### config.mk
export PLATFORM = sky130hd
export DESIGN_NAME = sbc_mcu_digital_interface
export DESIGN_NICKNAME = d
export VERILOG_FILES = /design/src/sbc_pkg.sv /design/src/sbc_mcu_digital_interface.sv
export SDC_FILE = /design/constraint.sdc
export NUM_CORES = 1
export LEC_CHECK = 0
export ABC_AREA = 1
export BUFFER_PORTS_ARGS = -buffer_cell sky130_fd_sc_hd__buf_2
export CAP_MARGIN = 10
export CORE_ASPECT_RATIO = 0.9
export CORE_MARGIN = 2
export CORE_UTILIZATION = 50
export CTS_CLUSTER_DIAMETER = 60
export DETAILED_ROUTE_END_ITERATION = 6
export PLACE_DENSITY = 0.69
export SLEW_MARGIN = 20
export SYNTH_ARGS = -nofsm -noshare
export SYNTH_HDL_FRONTEND = slang
export SYNTH_SLANG_ARGS = --single-unit
### constraint.sdc
create_clock -name ref_clk -period 5.1 [get_ports ref_clk]
set_input_delay 0.51 -clock ref_clk [delete_from_list [all_inputs] [get_ports ref_clk]]
set_output_delay 0.51 -clock ref_clk [all_outputs]
set_load 0.01 [all_outputs]
### src/sbc_pkg.sv
package sbc_pkg;

   // ****************************************************************
   // clock and timing
   // ****************************************************************
   localparam int REF_CLK_HZ = 20_000_000;
   localparam int CYC_PER_MS = REF_CLK_HZ / 1000;
   localparam int NR_TIMEOUT_MS = 150;
   localparam int NR_TIMEOUT_CYC = NR_TIMEOUT_MS * CYC_PER_MS;
   localparam int RST_PULSE_MS = 1;
   localparam int RST_PULSE_CYC = RST_PULSE_MS * CYC_PER_MS;
   localparam int WD_DEFAULT_MS = 150;
   localparam int WD_DEFAULT_CYC = WD_DEFAULT_MS * CYC_PER_MS;
   localparam int WD_RESISTOR_MS = 100;
   localparam int WD_RESISTOR_CYC = WD_RESISTOR_MS * CYC_PER_MS;
   localparam int RST_FILT_US = 4;
   localparam int RST_FILT_CYC =
      (RST_FILT_US * (REF_CLK_HZ / 1000) + 999) / 1000;
   localparam int CYC_SENSE_MS = 50;
   localparam int CYC_SENSE_CYC = CYC_SENSE_MS * CYC_PER_MS;
   localparam int CYC_ON_US = 20;
   localparam int CYC_ON_CYC =
      (CYC_ON_US * (REF_CLK_HZ / 1000) + 999) / 1000;
   localparam int SPI_BITS = 8;

   // ****************************************************************
   // command layout
   // ****************************************************************
   localparam logic [2:0] ADDR_MODE = 3'h0;
   localparam logic [2:0] ADDR_HIGH_SIDE = 3'h1;
   localparam logic [2:0] ADDR_LOW_SIDE = 3'h2;
   localparam logic [2:0] ADDR_ANALOG = 3'h3;
   localparam logic [2:0] ADDR_STATUS = 3'h4;
   localparam int MOD_A_BIT = 0;
   localparam int MOD_B_BIT = 1;
   localparam logic [1:0] MOD_NORMAL = 2'h0;
   localparam logic [1:0] MOD_STOP = 2'h1;
   localparam logic [1:0] MOD_SLEEP = 2'h2;
   localparam int SW_A_BIT = 0;
   localparam int SW_B_BIT = 1;
   localparam int PWM_EN_BIT = 2;
   localparam int CYC_EN_BIT = 3;
   localparam int MUX_LSB = 0;
   localparam int GAIN_LSB = 3;
   localparam logic [4:0] CTRL_RESET = 5'h00;
   localparam logic [1:0] STRAP_GND = 2'h0;
   localparam logic [1:0] STRAP_OPEN = 2'h1;

   typedef enum logic [2:0] {
      MODE_RESET = 3'b000,
      MODE_NREQ = 3'b001,
      MODE_NORMAL = 3'b010,
      MODE_STOP = 3'b011,
      MODE_SLEEP = 3'b100
   } mode_t;

   typedef struct packed {
      logic [2:0] addr;
      logic [4:0] data;
   } spi_cmd_t;

   typedef struct packed {
      logic [3:0] inputs;
      logic wake;
      logic event_f;
      logic wd_on;
      logic link_on;
   } status_t;

   typedef struct packed {
      logic cs_n;
      logic sclk;
      logic mosi;
      logic txd;
      logic lin_bus;
      logic rst_line;
      logic pwm;
      logic evt;
      logic [3:0] multi;
      logic [1:0] strap;
   } pin_in_t;

   localparam logic [13:0] PIN_IDLE = 14'h3FFF;

endpackage

### src/sbc_mcu_digital_interface.sv
`timescale 1ns/1ps
`default_nettype none
module sbc_mcu_digital_interface #(
   parameter int NR_TIMEOUT = sbc_pkg::NR_TIMEOUT_CYC,
   parameter int RST_PULSE = sbc_pkg::RST_PULSE_CYC,
   parameter int CYC_PERIOD = sbc_pkg::CYC_SENSE_CYC,
   parameter int WD_DEFAULT = sbc_pkg::WD_DEFAULT_CYC,
   parameter int WD_RESISTOR = sbc_pkg::WD_RESISTOR_CYC
) (
   input wire logic ref_clk,
   input wire logic reset_n,
   input wire logic cs_n,
   input wire logic sclk,
   input wire logic mosi,
   output logic miso,
   output logic miso_oe,
   input wire logic txd,
   output logic rxd,
   input wire logic lin_bus_in,
   output logic lin_dominant,
   input wire logic reset_line_in,
   output logic reset_line_out,
   output logic reset_line_oe,
   output logic irq_n,
   input wire logic pulse_width_ctrl_in,
   input wire logic [1:0] watchdog_strap,
   input wire logic event_in,
   input wire logic multi_input_1,
   input wire logic multi_input_2,
   input wire logic multi_input_3,
   input wire logic multi_input_4,
   output logic high_switch_a,
   output logic high_switch_b,
   output logic low_switch_a,
   output logic low_switch_b,
   output logic [2:0] analog_mux_sel,
   output logic [1:0] sense_gain,
   output logic [2:0] mode_state,
   output logic watchdog_enable,
   output logic [31:0] watchdog_period
);

   // ****************************************************************
   // input synchronisers
   // ****************************************************************
   sbc_pkg::pin_in_t pin_raw, sync1_q, sync2_q, sync3_q;

   assign pin_raw = '{cs_n: cs_n, sclk: sclk, mosi: mosi, txd: txd,
                      lin_bus: lin_bus_in, rst_line: reset_line_in,
                      pwm: pulse_width_ctrl_in, evt: event_in,
                      multi: {multi_input_4, multi_input_3,
                              multi_input_2, multi_input_1},
                      strap: watchdog_strap};

   // third stage only feeds edge detection
   always_ff @(posedge ref_clk) begin
      if (!reset_n) begin
         sync1_q <= sbc_pkg::PIN_IDLE;
         sync2_q <= sbc_pkg::PIN_IDLE;
         sync3_q <= sbc_pkg::PIN_IDLE;
      end else begin
         sync1_q <= pin_raw;
         sync2_q <= sync1_q;
         sync3_q <= sync2_q;
      end
   end

   logic cs_rise, cs_fall, sclk_rise, sclk_fall, cs_low;
   assign cs_low = !sync2_q.cs_n;
   assign cs_rise = sync2_q.cs_n && !sync3_q.cs_n;
   assign cs_fall = !sync2_q.cs_n && sync3_q.cs_n;
   assign sclk_rise = sync2_q.sclk && !sync3_q.sclk;
   assign sclk_fall = !sync2_q.sclk && sync3_q.sclk;

   // ****************************************************************
   // state shared by several sections
   // ****************************************************************
   sbc_pkg::mode_t mode_q;
   logic [4:0] high_side_ctrl_reg_q, low_side_ctrl_reg_q, analog_ctrl_q;
   logic wake_flag_q, event_flag_q, wd_en_q;
   logic [3:0] in_enabled, in_digital;
   logic active_mode, low_power, link_active;

   assign active_mode = (mode_q == sbc_pkg::MODE_NREQ) ||
                        (mode_q == sbc_pkg::MODE_NORMAL);
   assign low_power = (mode_q == sbc_pkg::MODE_STOP) ||
                      (mode_q == sbc_pkg::MODE_SLEEP);
   assign link_active = active_mode;

   // inputs routed to the analog mux lose digital and wake use
   function automatic logic [3:0] digital_mask(input logic [2:0] sel);
      logic [3:0] m;
      m = 4'hF;
      for (int i = 0; i < 4; i++) begin
         if (sel == 3'(i + 1)) begin
            m[i] = 1'b0;
         end
      end
      return m;
   endfunction

   assign in_enabled = digital_mask(analog_ctrl_q[2:0]);
   assign in_digital = sync2_q.multi & in_enabled;

   // ****************************************************************
   // serial shift engine
   // ****************************************************************
   logic [7:0] rx_shift_q, tx_shift_q;
   logic [3:0] bit_cnt_q;
   sbc_pkg::status_t snap_q, status_now;
   sbc_pkg::spi_cmd_t cmd;
   logic xfer_ok, wr_mode, rd_status;

   assign status_now = '{inputs: in_digital, wake: wake_flag_q,
                         event_f: event_flag_q, wd_on: wd_en_q,
                         link_on: link_active};

   always_ff @(posedge ref_clk) begin
      if (!reset_n) begin
         rx_shift_q <= 8'h00;
         tx_shift_q <= 8'h00;
         bit_cnt_q <= 4'h0;
         snap_q <= '0;
      end else if (cs_fall) begin
         bit_cnt_q <= 4'h0;
         tx_shift_q <= status_now;
         snap_q <= status_now;
      end else if (cs_low) begin
         if (sclk_rise) begin
            rx_shift_q <= {rx_shift_q[6:0], sync2_q.mosi};
            if (bit_cnt_q != 4'hF) begin
               bit_cnt_q <= bit_cnt_q + 4'h1;
            end
         end
         if (sclk_fall) begin
            tx_shift_q <= {tx_shift_q[6:0], 1'b0};
         end
      end
   end

   // first bit is on the line from the chip select edge onward
   always_ff @(posedge ref_clk) begin
      if (!reset_n) begin
         miso <= 1'b0;
         miso_oe <= 1'b0;
      end else begin
         miso_oe <= cs_low;
         if (cs_fall) begin
            miso <= status_now[7];
         end else if (cs_low && sclk_fall) begin
            miso <= tx_shift_q[6];
         end
      end
   end

   // bit counts other than 8 leave every control register and flag untouched, but a chip select rise still ends stop mode
   assign xfer_ok = cs_rise &&
                    (bit_cnt_q == 4'(sbc_pkg::SPI_BITS));
   assign cmd = rx_shift_q;
   assign wr_mode = xfer_ok && (cmd.addr == sbc_pkg::ADDR_MODE);
   assign rd_status = xfer_ok && (cmd.addr == sbc_pkg::ADDR_STATUS);

   // ****************************************************************
   // control registers
   // ****************************************************************
   always_ff @(posedge ref_clk) begin
      if (!reset_n || mode_q == sbc_pkg::MODE_RESET) begin
         high_side_ctrl_reg_q <= sbc_pkg::CTRL_RESET;
         low_side_ctrl_reg_q <= sbc_pkg::CTRL_RESET;
         analog_ctrl_q <= sbc_pkg::CTRL_RESET;
      end else if (xfer_ok) begin
         if (cmd.addr == sbc_pkg::ADDR_HIGH_SIDE) begin
            high_side_ctrl_reg_q <= cmd.data;
         end
         if (cmd.addr == sbc_pkg::ADDR_LOW_SIDE) begin
            low_side_ctrl_reg_q <= cmd.data;
         end
         if (cmd.addr == sbc_pkg::ADDR_ANALOG) begin
            analog_ctrl_q <= cmd.data;
         end
      end
   end

   always_ff @(posedge ref_clk) begin
      if (!reset_n) begin
         analog_mux_sel <= 3'h0;
         sense_gain <= 2'h0;
      end else begin
         analog_mux_sel <= analog_ctrl_q[sbc_pkg::MUX_LSB +: 3];
         sense_gain <= analog_ctrl_q[sbc_pkg::GAIN_LSB +: 2];
      end
   end

   // ****************************************************************
   // reset line driver and input filter
   // ****************************************************************
   logic [7:0] filt_cnt_q;
   logic ext_reset;

   always_ff @(posedge ref_clk) begin
      if (!reset_n) begin
         reset_line_oe <= 1'b0;
         reset_line_out <= 1'b0;
      end else begin
         reset_line_oe <= (mode_q == sbc_pkg::MODE_RESET);
         reset_line_out <= 1'b0;
      end
   end

   // our own drive is not counted, else release would re-trigger
   always_ff @(posedge ref_clk) begin
      if (!reset_n || reset_line_oe || sync2_q.rst_line) begin
         filt_cnt_q <= 8'h00;
      end else if (filt_cnt_q != 8'(sbc_pkg::RST_FILT_CYC)) begin
         filt_cnt_q <= filt_cnt_q + 8'h01;
      end
   end

   assign ext_reset = (filt_cnt_q == 8'(sbc_pkg::RST_FILT_CYC));

   // ****************************************************************
   // watchdog strap
   // ****************************************************************
   // caught when the reset pulse ends, so the strap has settled
   always_ff @(posedge ref_clk) begin
      if (!reset_n) begin
         wd_en_q <= 1'b0;
         watchdog_enable <= 1'b0;
         watchdog_period <= 32'h0;
      end else begin
         if (mode_q == sbc_pkg::MODE_RESET) begin
            wd_en_q <= (sync2_q.strap != sbc_pkg::STRAP_GND);
            if (sync2_q.strap == sbc_pkg::STRAP_OPEN) begin
               watchdog_period <= 32'(WD_DEFAULT);
            end else begin
               watchdog_period <= 32'(WD_RESISTOR);
            end
         end
         watchdog_enable <= wd_en_q;
      end
   end

   // ****************************************************************
   // wake detection
   // ****************************************************************
   logic [3:0] ref_in_q, sample_q;
   logic have_sample_q, cyc_wake, change_wake, wake_src, cyc_en;
   logic [31:0] cyc_cnt_q;
   logic cyc_on;

   assign cyc_en = high_side_ctrl_reg_q[sbc_pkg::CYC_EN_BIT];
   assign cyc_on = low_power && cyc_en &&
                   (cyc_cnt_q < 32'(sbc_pkg::CYC_ON_CYC));

   always_ff @(posedge ref_clk) begin
      if (!reset_n || !low_power || !cyc_en) begin
         cyc_cnt_q <= 32'h0;
         have_sample_q <= 1'b0;
         sample_q <= 4'h0;
      end else begin
         if (cyc_cnt_q == 32'(CYC_PERIOD - 1)) begin
            cyc_cnt_q <= 32'h0;
         end else begin
            cyc_cnt_q <= cyc_cnt_q + 32'h1;
         end
         if (cyc_cnt_q == 32'(sbc_pkg::CYC_ON_CYC - 1)) begin
            sample_q <= sync2_q.multi;
            have_sample_q <= 1'b1;
         end
      end
   end

   assign cyc_wake = have_sample_q &&
                     (cyc_cnt_q == 32'(sbc_pkg::CYC_ON_CYC - 1)) &&
                     |((sync2_q.multi ^ sample_q) & in_enabled);

   always_ff @(posedge ref_clk) begin
      if (!reset_n) begin
         ref_in_q <= 4'h0;
      end else if (!low_power) begin
         ref_in_q <= sync2_q.multi;
      end
   end

   assign change_wake = |((sync2_q.multi ^ ref_in_q) & in_enabled);
   assign wake_src = !sync2_q.lin_bus ||
                     (cyc_en ? cyc_wake : change_wake);

   // ****************************************************************
   // mode sequencing
   // ****************************************************************
   logic [31:0] timer_q;
   sbc_pkg::mode_t mode_d;
   logic stop_irq_wake;

   always_comb begin
      mode_d = mode_q;
      stop_irq_wake = 1'b0;
      unique case (mode_q)
         sbc_pkg::MODE_RESET: begin
            if (timer_q >= 32'(RST_PULSE - 1)) begin
               mode_d = sbc_pkg::MODE_NREQ;
            end
         end
         sbc_pkg::MODE_NREQ: begin
            if (ext_reset) begin
               mode_d = sbc_pkg::MODE_RESET;
            end else if (wr_mode && cmd.data[1:0] ==
                         sbc_pkg::MOD_NORMAL) begin
               mode_d = sbc_pkg::MODE_NORMAL;
            end else if (timer_q >= 32'(NR_TIMEOUT - 1)) begin
               mode_d = wd_en_q ? sbc_pkg::MODE_RESET
                                : sbc_pkg::MODE_NORMAL;
            end
         end
         sbc_pkg::MODE_NORMAL: begin
            if (ext_reset) begin
               mode_d = sbc_pkg::MODE_RESET;
            end else if (wr_mode && cmd.data[1:0] ==
                         sbc_pkg::MOD_STOP) begin
               mode_d = sbc_pkg::MODE_STOP;
            end else if (wr_mode && cmd.data[1:0] ==
                         sbc_pkg::MOD_SLEEP) begin
               mode_d = sbc_pkg::MODE_SLEEP;
            end
         end
         sbc_pkg::MODE_STOP: begin
            if (cs_rise || ext_reset) begin
               mode_d = sbc_pkg::MODE_NREQ;
            end else if (wake_src) begin
               mode_d = sbc_pkg::MODE_NREQ;
               stop_irq_wake = 1'b1;
            end
         end
         sbc_pkg::MODE_SLEEP: begin
            if (wake_src) begin
               mode_d = sbc_pkg::MODE_RESET;
            end
         end
         default: begin
            mode_d = sbc_pkg::MODE_RESET;
         end
      endcase
   end

   always_ff @(posedge ref_clk) begin
      if (!reset_n) begin
         mode_q <= sbc_pkg::MODE_RESET;
         timer_q <= 32'h0;
         mode_state <= sbc_pkg::MODE_RESET;
      end else begin
         mode_q <= mode_d;
         mode_state <= mode_d;
         if (mode_d != mode_q) begin
            timer_q <= 32'h0;
         end else if (timer_q != 32'hFFFF_FFFF) begin
            timer_q <= timer_q + 32'h1;
         end
      end
   end

   // ****************************************************************
   // interrupt flags
   // ****************************************************************
   // a new event in the clearing cycle keeps its flag set
   always_ff @(posedge ref_clk) begin
      if (!reset_n) begin
         event_flag_q <= 1'b0;
         wake_flag_q <= 1'b0;
         irq_n <= 1'b1;
      end else begin
         event_flag_q <= (active_mode && sync2_q.evt) ||
            (event_flag_q && !(rd_status && snap_q.event_f));
         wake_flag_q <= stop_irq_wake ||
            (wake_flag_q && !(rd_status && snap_q.wake));
         irq_n <= !(event_flag_q || wake_flag_q);
      end
   end

   // ****************************************************************
   // switch and bus outputs
   // ****************************************************************
   logic pwm;
   assign pwm = sync2_q.pwm;

   always_ff @(posedge ref_clk) begin
      if (!reset_n) begin
         high_switch_a <= 1'b0;
         high_switch_b <= 1'b0;
         low_switch_a <= 1'b0;
         low_switch_b <= 1'b0;
      end else if (active_mode) begin
         high_switch_a <= high_side_ctrl_reg_q[sbc_pkg::SW_A_BIT] &&
            (!high_side_ctrl_reg_q[sbc_pkg::PWM_EN_BIT] || pwm);
         high_switch_b <= high_side_ctrl_reg_q[sbc_pkg::SW_B_BIT] &&
            (!high_side_ctrl_reg_q[sbc_pkg::PWM_EN_BIT] || pwm);
         low_switch_a <= low_side_ctrl_reg_q[sbc_pkg::SW_A_BIT] &&
            (!low_side_ctrl_reg_q[sbc_pkg::PWM_EN_BIT] || pwm);
         low_switch_b <= low_side_ctrl_reg_q[sbc_pkg::SW_B_BIT] &&
            (!low_side_ctrl_reg_q[sbc_pkg::PWM_EN_BIT] || pwm);
      end else begin
         high_switch_a <= cyc_on;
         high_switch_b <= 1'b0;
         low_switch_a <= 1'b0;
         low_switch_b <= 1'b0;
      end
   end

   // a floating transmit pin is held high by the pad pull-up
   always_ff @(posedge ref_clk) begin
      if (!reset_n) begin
         rxd <= 1'b1;
         lin_dominant <= 1'b0;
      end else begin
         rxd <= link_active ? sync2_q.lin_bus : 1'b1;
         lin_dominant <= link_active && !sync2_q.txd;
      end
   end

endmodule
`default_nettype wire

==> metrics.yaml <==
timing:
  final_period_minus_worst_setup_slack_ns: 2.48
  holdWs_ns: 0.257
  timing.fmax_mhz: 403
  worst-slew-pin-transition_ns: 0.915
  rsz0062_at_grt: "false"
  period_share_pct: 48.6
  timing.final.max_slew_violations: 0
  report.final.hold_viol_count: 0
  timing.final.setup_violations: 0
  totalNegativeSetupSlack_ns: 0
  slew_headroom_pct: 39.0
  fin_ws_ns: 2.62
  finalClockSkew_ns: 0.0120
synth:
  synthesis.instances: 1081
  synthesis.yosys.warnings: 0
  post_synth_num_cell_types: 46
  synth-async-reset-ratio_pct: 0
  synth_top_area_share_pct: 41.4
  postSynthAreaPerCell_um2: 7.55
  synth-seq-area-share_pct: 41.4
  synth_ff_type: "sky130_fd_sc_hd__dfxtp_1"
  synth.ff_latch_count: 169
  yosysTopAreaCell: "sky130_fd_sc_hd__dfxtp_1"
  synth-edff-count: 0
  syn-cell-area_um2: 8170
  synth_area_leaders: "sky130_fd_sc_hd__dfxtp_1, sky130_fd_sc_hd__nand2_1, sky130_fd_sc_hd__nor2_1"
clocking:
  clkSlewWorstSetupHoldPaths_ns: 0.08
  cts_inserted_buffers: 17
  clock_tree_from_tritoncts: "built"
  post_cts.repair.setup_buffers: 0
  worstSkewPairLatency_ns: 0.43
  cts.sink_count: 169
  clock_path_buffers: 2
  htree_levels: 4
  postCtsHoldBufs: 0
  clock_tree.root_cell: "sky130_fd_sc_hd__clkbuf_16"
  cts_resized: 0
floorplan:
  core_ar_um2: 16100
  fp.dieH_um: 125
  core.rowCount: 44
  die_width_um: 139
  floorplan.io_pins: 68
  start_util_pct: 50.8
  fp.dieArea_um2: 17400
cells_and_area:
  finalNonFillerCells: 1340
  mostFrequentLayoutCells: "sky130_fd_sc_hd__nand2_1, sky130_fd_sc_hd__dfxtp_1, sky130_fd_sc_hd__nor2_1"
  nets: 1142
  flow.area_growth_from_synthesis_pct: 10.3
  fillers: 1523
  most_common_cell_after_layout_fill_and_taps_aside: "sky130_fd_sc_hd__nand2_1"
  drive_gt1_share_pct: 17.1
  number_of_antenna_repair_diodes: 0
routing:
  total_routed_wire_length_on_the_met1_layer_um: 8470
  via_per_inst: 4.97
  met3WireLength_um: 812
  drtAntennaViolNets: 0
  via_count: 6656
  wl_met2_um: 7130
  drtPass1Iterations: 5
  detailedRoute.firstIterationViolations: 537
  routedWlPerCell_um: 12.4
  totalWireLength_um: 16600
  route.detailed.drc: 0
  dr.max_layer_used: "met4"
min_path:
  hold_end: "sync1_q[0]$_SDFF_PN1_"
  hold_path_depth: 2
  timing.hold.worst.class: "input pin to flop"
  holdCritStartpoint: "watchdog_strap[0]"
global_routing:
  grt.total_usage_pct: 19.7
  grt_start_max_net_pins: 44
  gr-total-overflow: 0
  vias_in_the_first_global_route: 6016
  grt_antenna_before_repair: 0
  grt_first_pass_wirelength_um: 28200
run_status:
  run_status: "finished clean"
placed_design:
  dp_hpwl_um: 12000
  port_buffers: 46
  dp_slack_ns: 2.61
  place_inst: 1308
  gp_congestion: 0.852
power_and_ir_drop:
  cellPowerDensity_nw_per_um2: 302
  design_power_total_mw: 2.72
  leakage_nw: 3.49
  max-vdd-ir-drop_mv: 0.236
worst_setup_path:
  critical_path_required_ns: 5.38
  r2r_end: "timer_q[0]$_SDFFE_PP0P_"
  worst-path-max-fanout: 32
  rr_worst_depth: 12
  cp-end-kind: "flop"
  cp_data_arrival_time_ns: 2.76
  r2r_start: "cyc_cnt_q[0]$_SDFF_PP0_"
  critPathKind: "flop to flop"
  reg2reg_slack_ns: 2.62
  setup.worst_path.start_class: "flop"
run:
  cap_violations: 0
## final cells by class
type	count	area [µm²]	share of cell area (%)
multi-input cells	746	3990	44.3
inverters	139	522	5.79
well taps	207	259	2.88
clock inverters	15	185	2.06
clock buffers	17	425	4.72
flip-flops and latches	169	3380	37.6
repair buffers	47	238	2.64
## report_power, final
group	total [mW]	internal, mW	switching [mW]
registers	1.35	1.34	0.0112
logic	0.0836	0.0281	0.0555
clock network	1.29	0.668	0.622
## kinds of logic after synthesis
family	synth area share [%]
buffers and inverters	10.6
flip-flops	41.4
XOR/XNOR	4.40
AND/OR/NAND/NOR	34.2
other	0.0459
AO/OA/AOI/OAI	8.37
adder cells (fa/ha/maj)	0.919
## registers in the layout (all words and copies together), names as in the netlist, 3 cells and up
name and cells:
sample_q 4, sync1_q 14, ref_in_q 4, low_side_ctrl_reg_q 3
analog_mux_sel 3, sync2_q 13, bit_cnt_q 4, high_side_ctrl_reg_q 4
cyc_cnt_q 32, tx_shift_q 7, cmd 8, filt_cnt_q 8
timer_q 32, watchdog_period 3, mode_q 3, analog_ctrl_q 5
## worst max-delay path: stages, from the launching register on
cell and delay, ns:
sky130_fd_sc_hd__dfxtp_1 0.35, sky130_fd_sc_hd__ha_1 0.20, sky130_fd_sc_hd__nand3_2 0.14, sky130_fd_sc_hd__nor2_1 0.12, sky130_fd_sc_hd__nand3_1 0.09, sky130_fd_sc_hd__nor2_2 0.18
sky130_fd_sc_hd__nand3_2 0.15, sky130_fd_sc_hd__nand3_1 0.11, sky130_fd_sc_hd__nand2_1 0.05, sky130_fd_sc_hd__clkinv_1 0.06, sky130_fd_sc_hd__nand3_2 0.09, sky130_fd_sc_hd__nand2_4 0.68
sky130_fd_sc_hd__nor2_1 0.07
## synth_stat cells, types with 8 or more instances
master and count:
sky130_fd_sc_hd__nand2_1 178, sky130_fd_sc_hd__dfxtp_1 169, sky130_fd_sc_hd__nor2_1 163, sky130_fd_sc_hd__inv_1 127, sky130_fd_sc_hd__a21oi_1 45, sky130_fd_sc_hd__nor3_1 42
sky130_fd_sc_hd__o21ai_0 42, sky130_fd_sc_hd__nand3_1 41, sky130_fd_sc_hd__xor2_1 34, sky130_fd_sc_hd__nor2_4 33, sky130_fd_sc_hd__buf_4 30, sky130_fd_sc_hd__or2_2 29
sky130_fd_sc_hd__nand4_1 18, sky130_fd_sc_hd__a211oi_1 13, sky130_fd_sc_hd__nor2_2 13, sky130_fd_sc_hd__clkbuf_1 10, sky130_fd_sc_hd__inv_2 9, sky130_fd_sc_hd__nor4_1 9
sky130_fd_sc_hd__nand2_2 8
## how the worst max path moves through the flow
stage	startpoint	to	cells after the start
after floorplan	timer_q[0]$_SDFFE_PP0P_	timer_q[28]$_SDFFE_PP0P_	13
after global placement	timer_q[0]$_SDFFE_PP0P_	timer_q[0]$_SDFFE_PP0P_	14
after detailed placement	timer_q[0]$_SDFFE_PP0P_	timer_q[0]$_SDFFE_PP0P_	14
after CTS	timer_q[0]$_SDFFE_PP0P_	timer_q[0]$_SDFFE_PP0P_	14
after global routing	timer_q[0]$_SDFFE_PP0P_	timer_q[0]$_SDFFE_PP0P_	14
final	cyc_cnt_q[0]$_SDFF_PP0_	timer_q[0]$_SDFFE_PP0P_	12
## through the flow
stage | cell area [µm²] | util [%]
2_1_floorplan | 8240 | -
4_1_cts | 9000 | 56.0
3_3_place_gp | 8390 | 52.2
5_1_grt | 9000 | 56.0
6_report | 9000 | 56.0
3_5_place_dp | 8390 | 52.2
## layer usage
metal | global-route usage [%] | vias to the layer above
met5 | 0 | -
met4 | 5.35 | 0
met3 | 4.98 | 23
met2 | 29.7 | 146
met1 | 28.2 | 3016
li1 | - | 3471
Power figures use the tool's default switching activity.
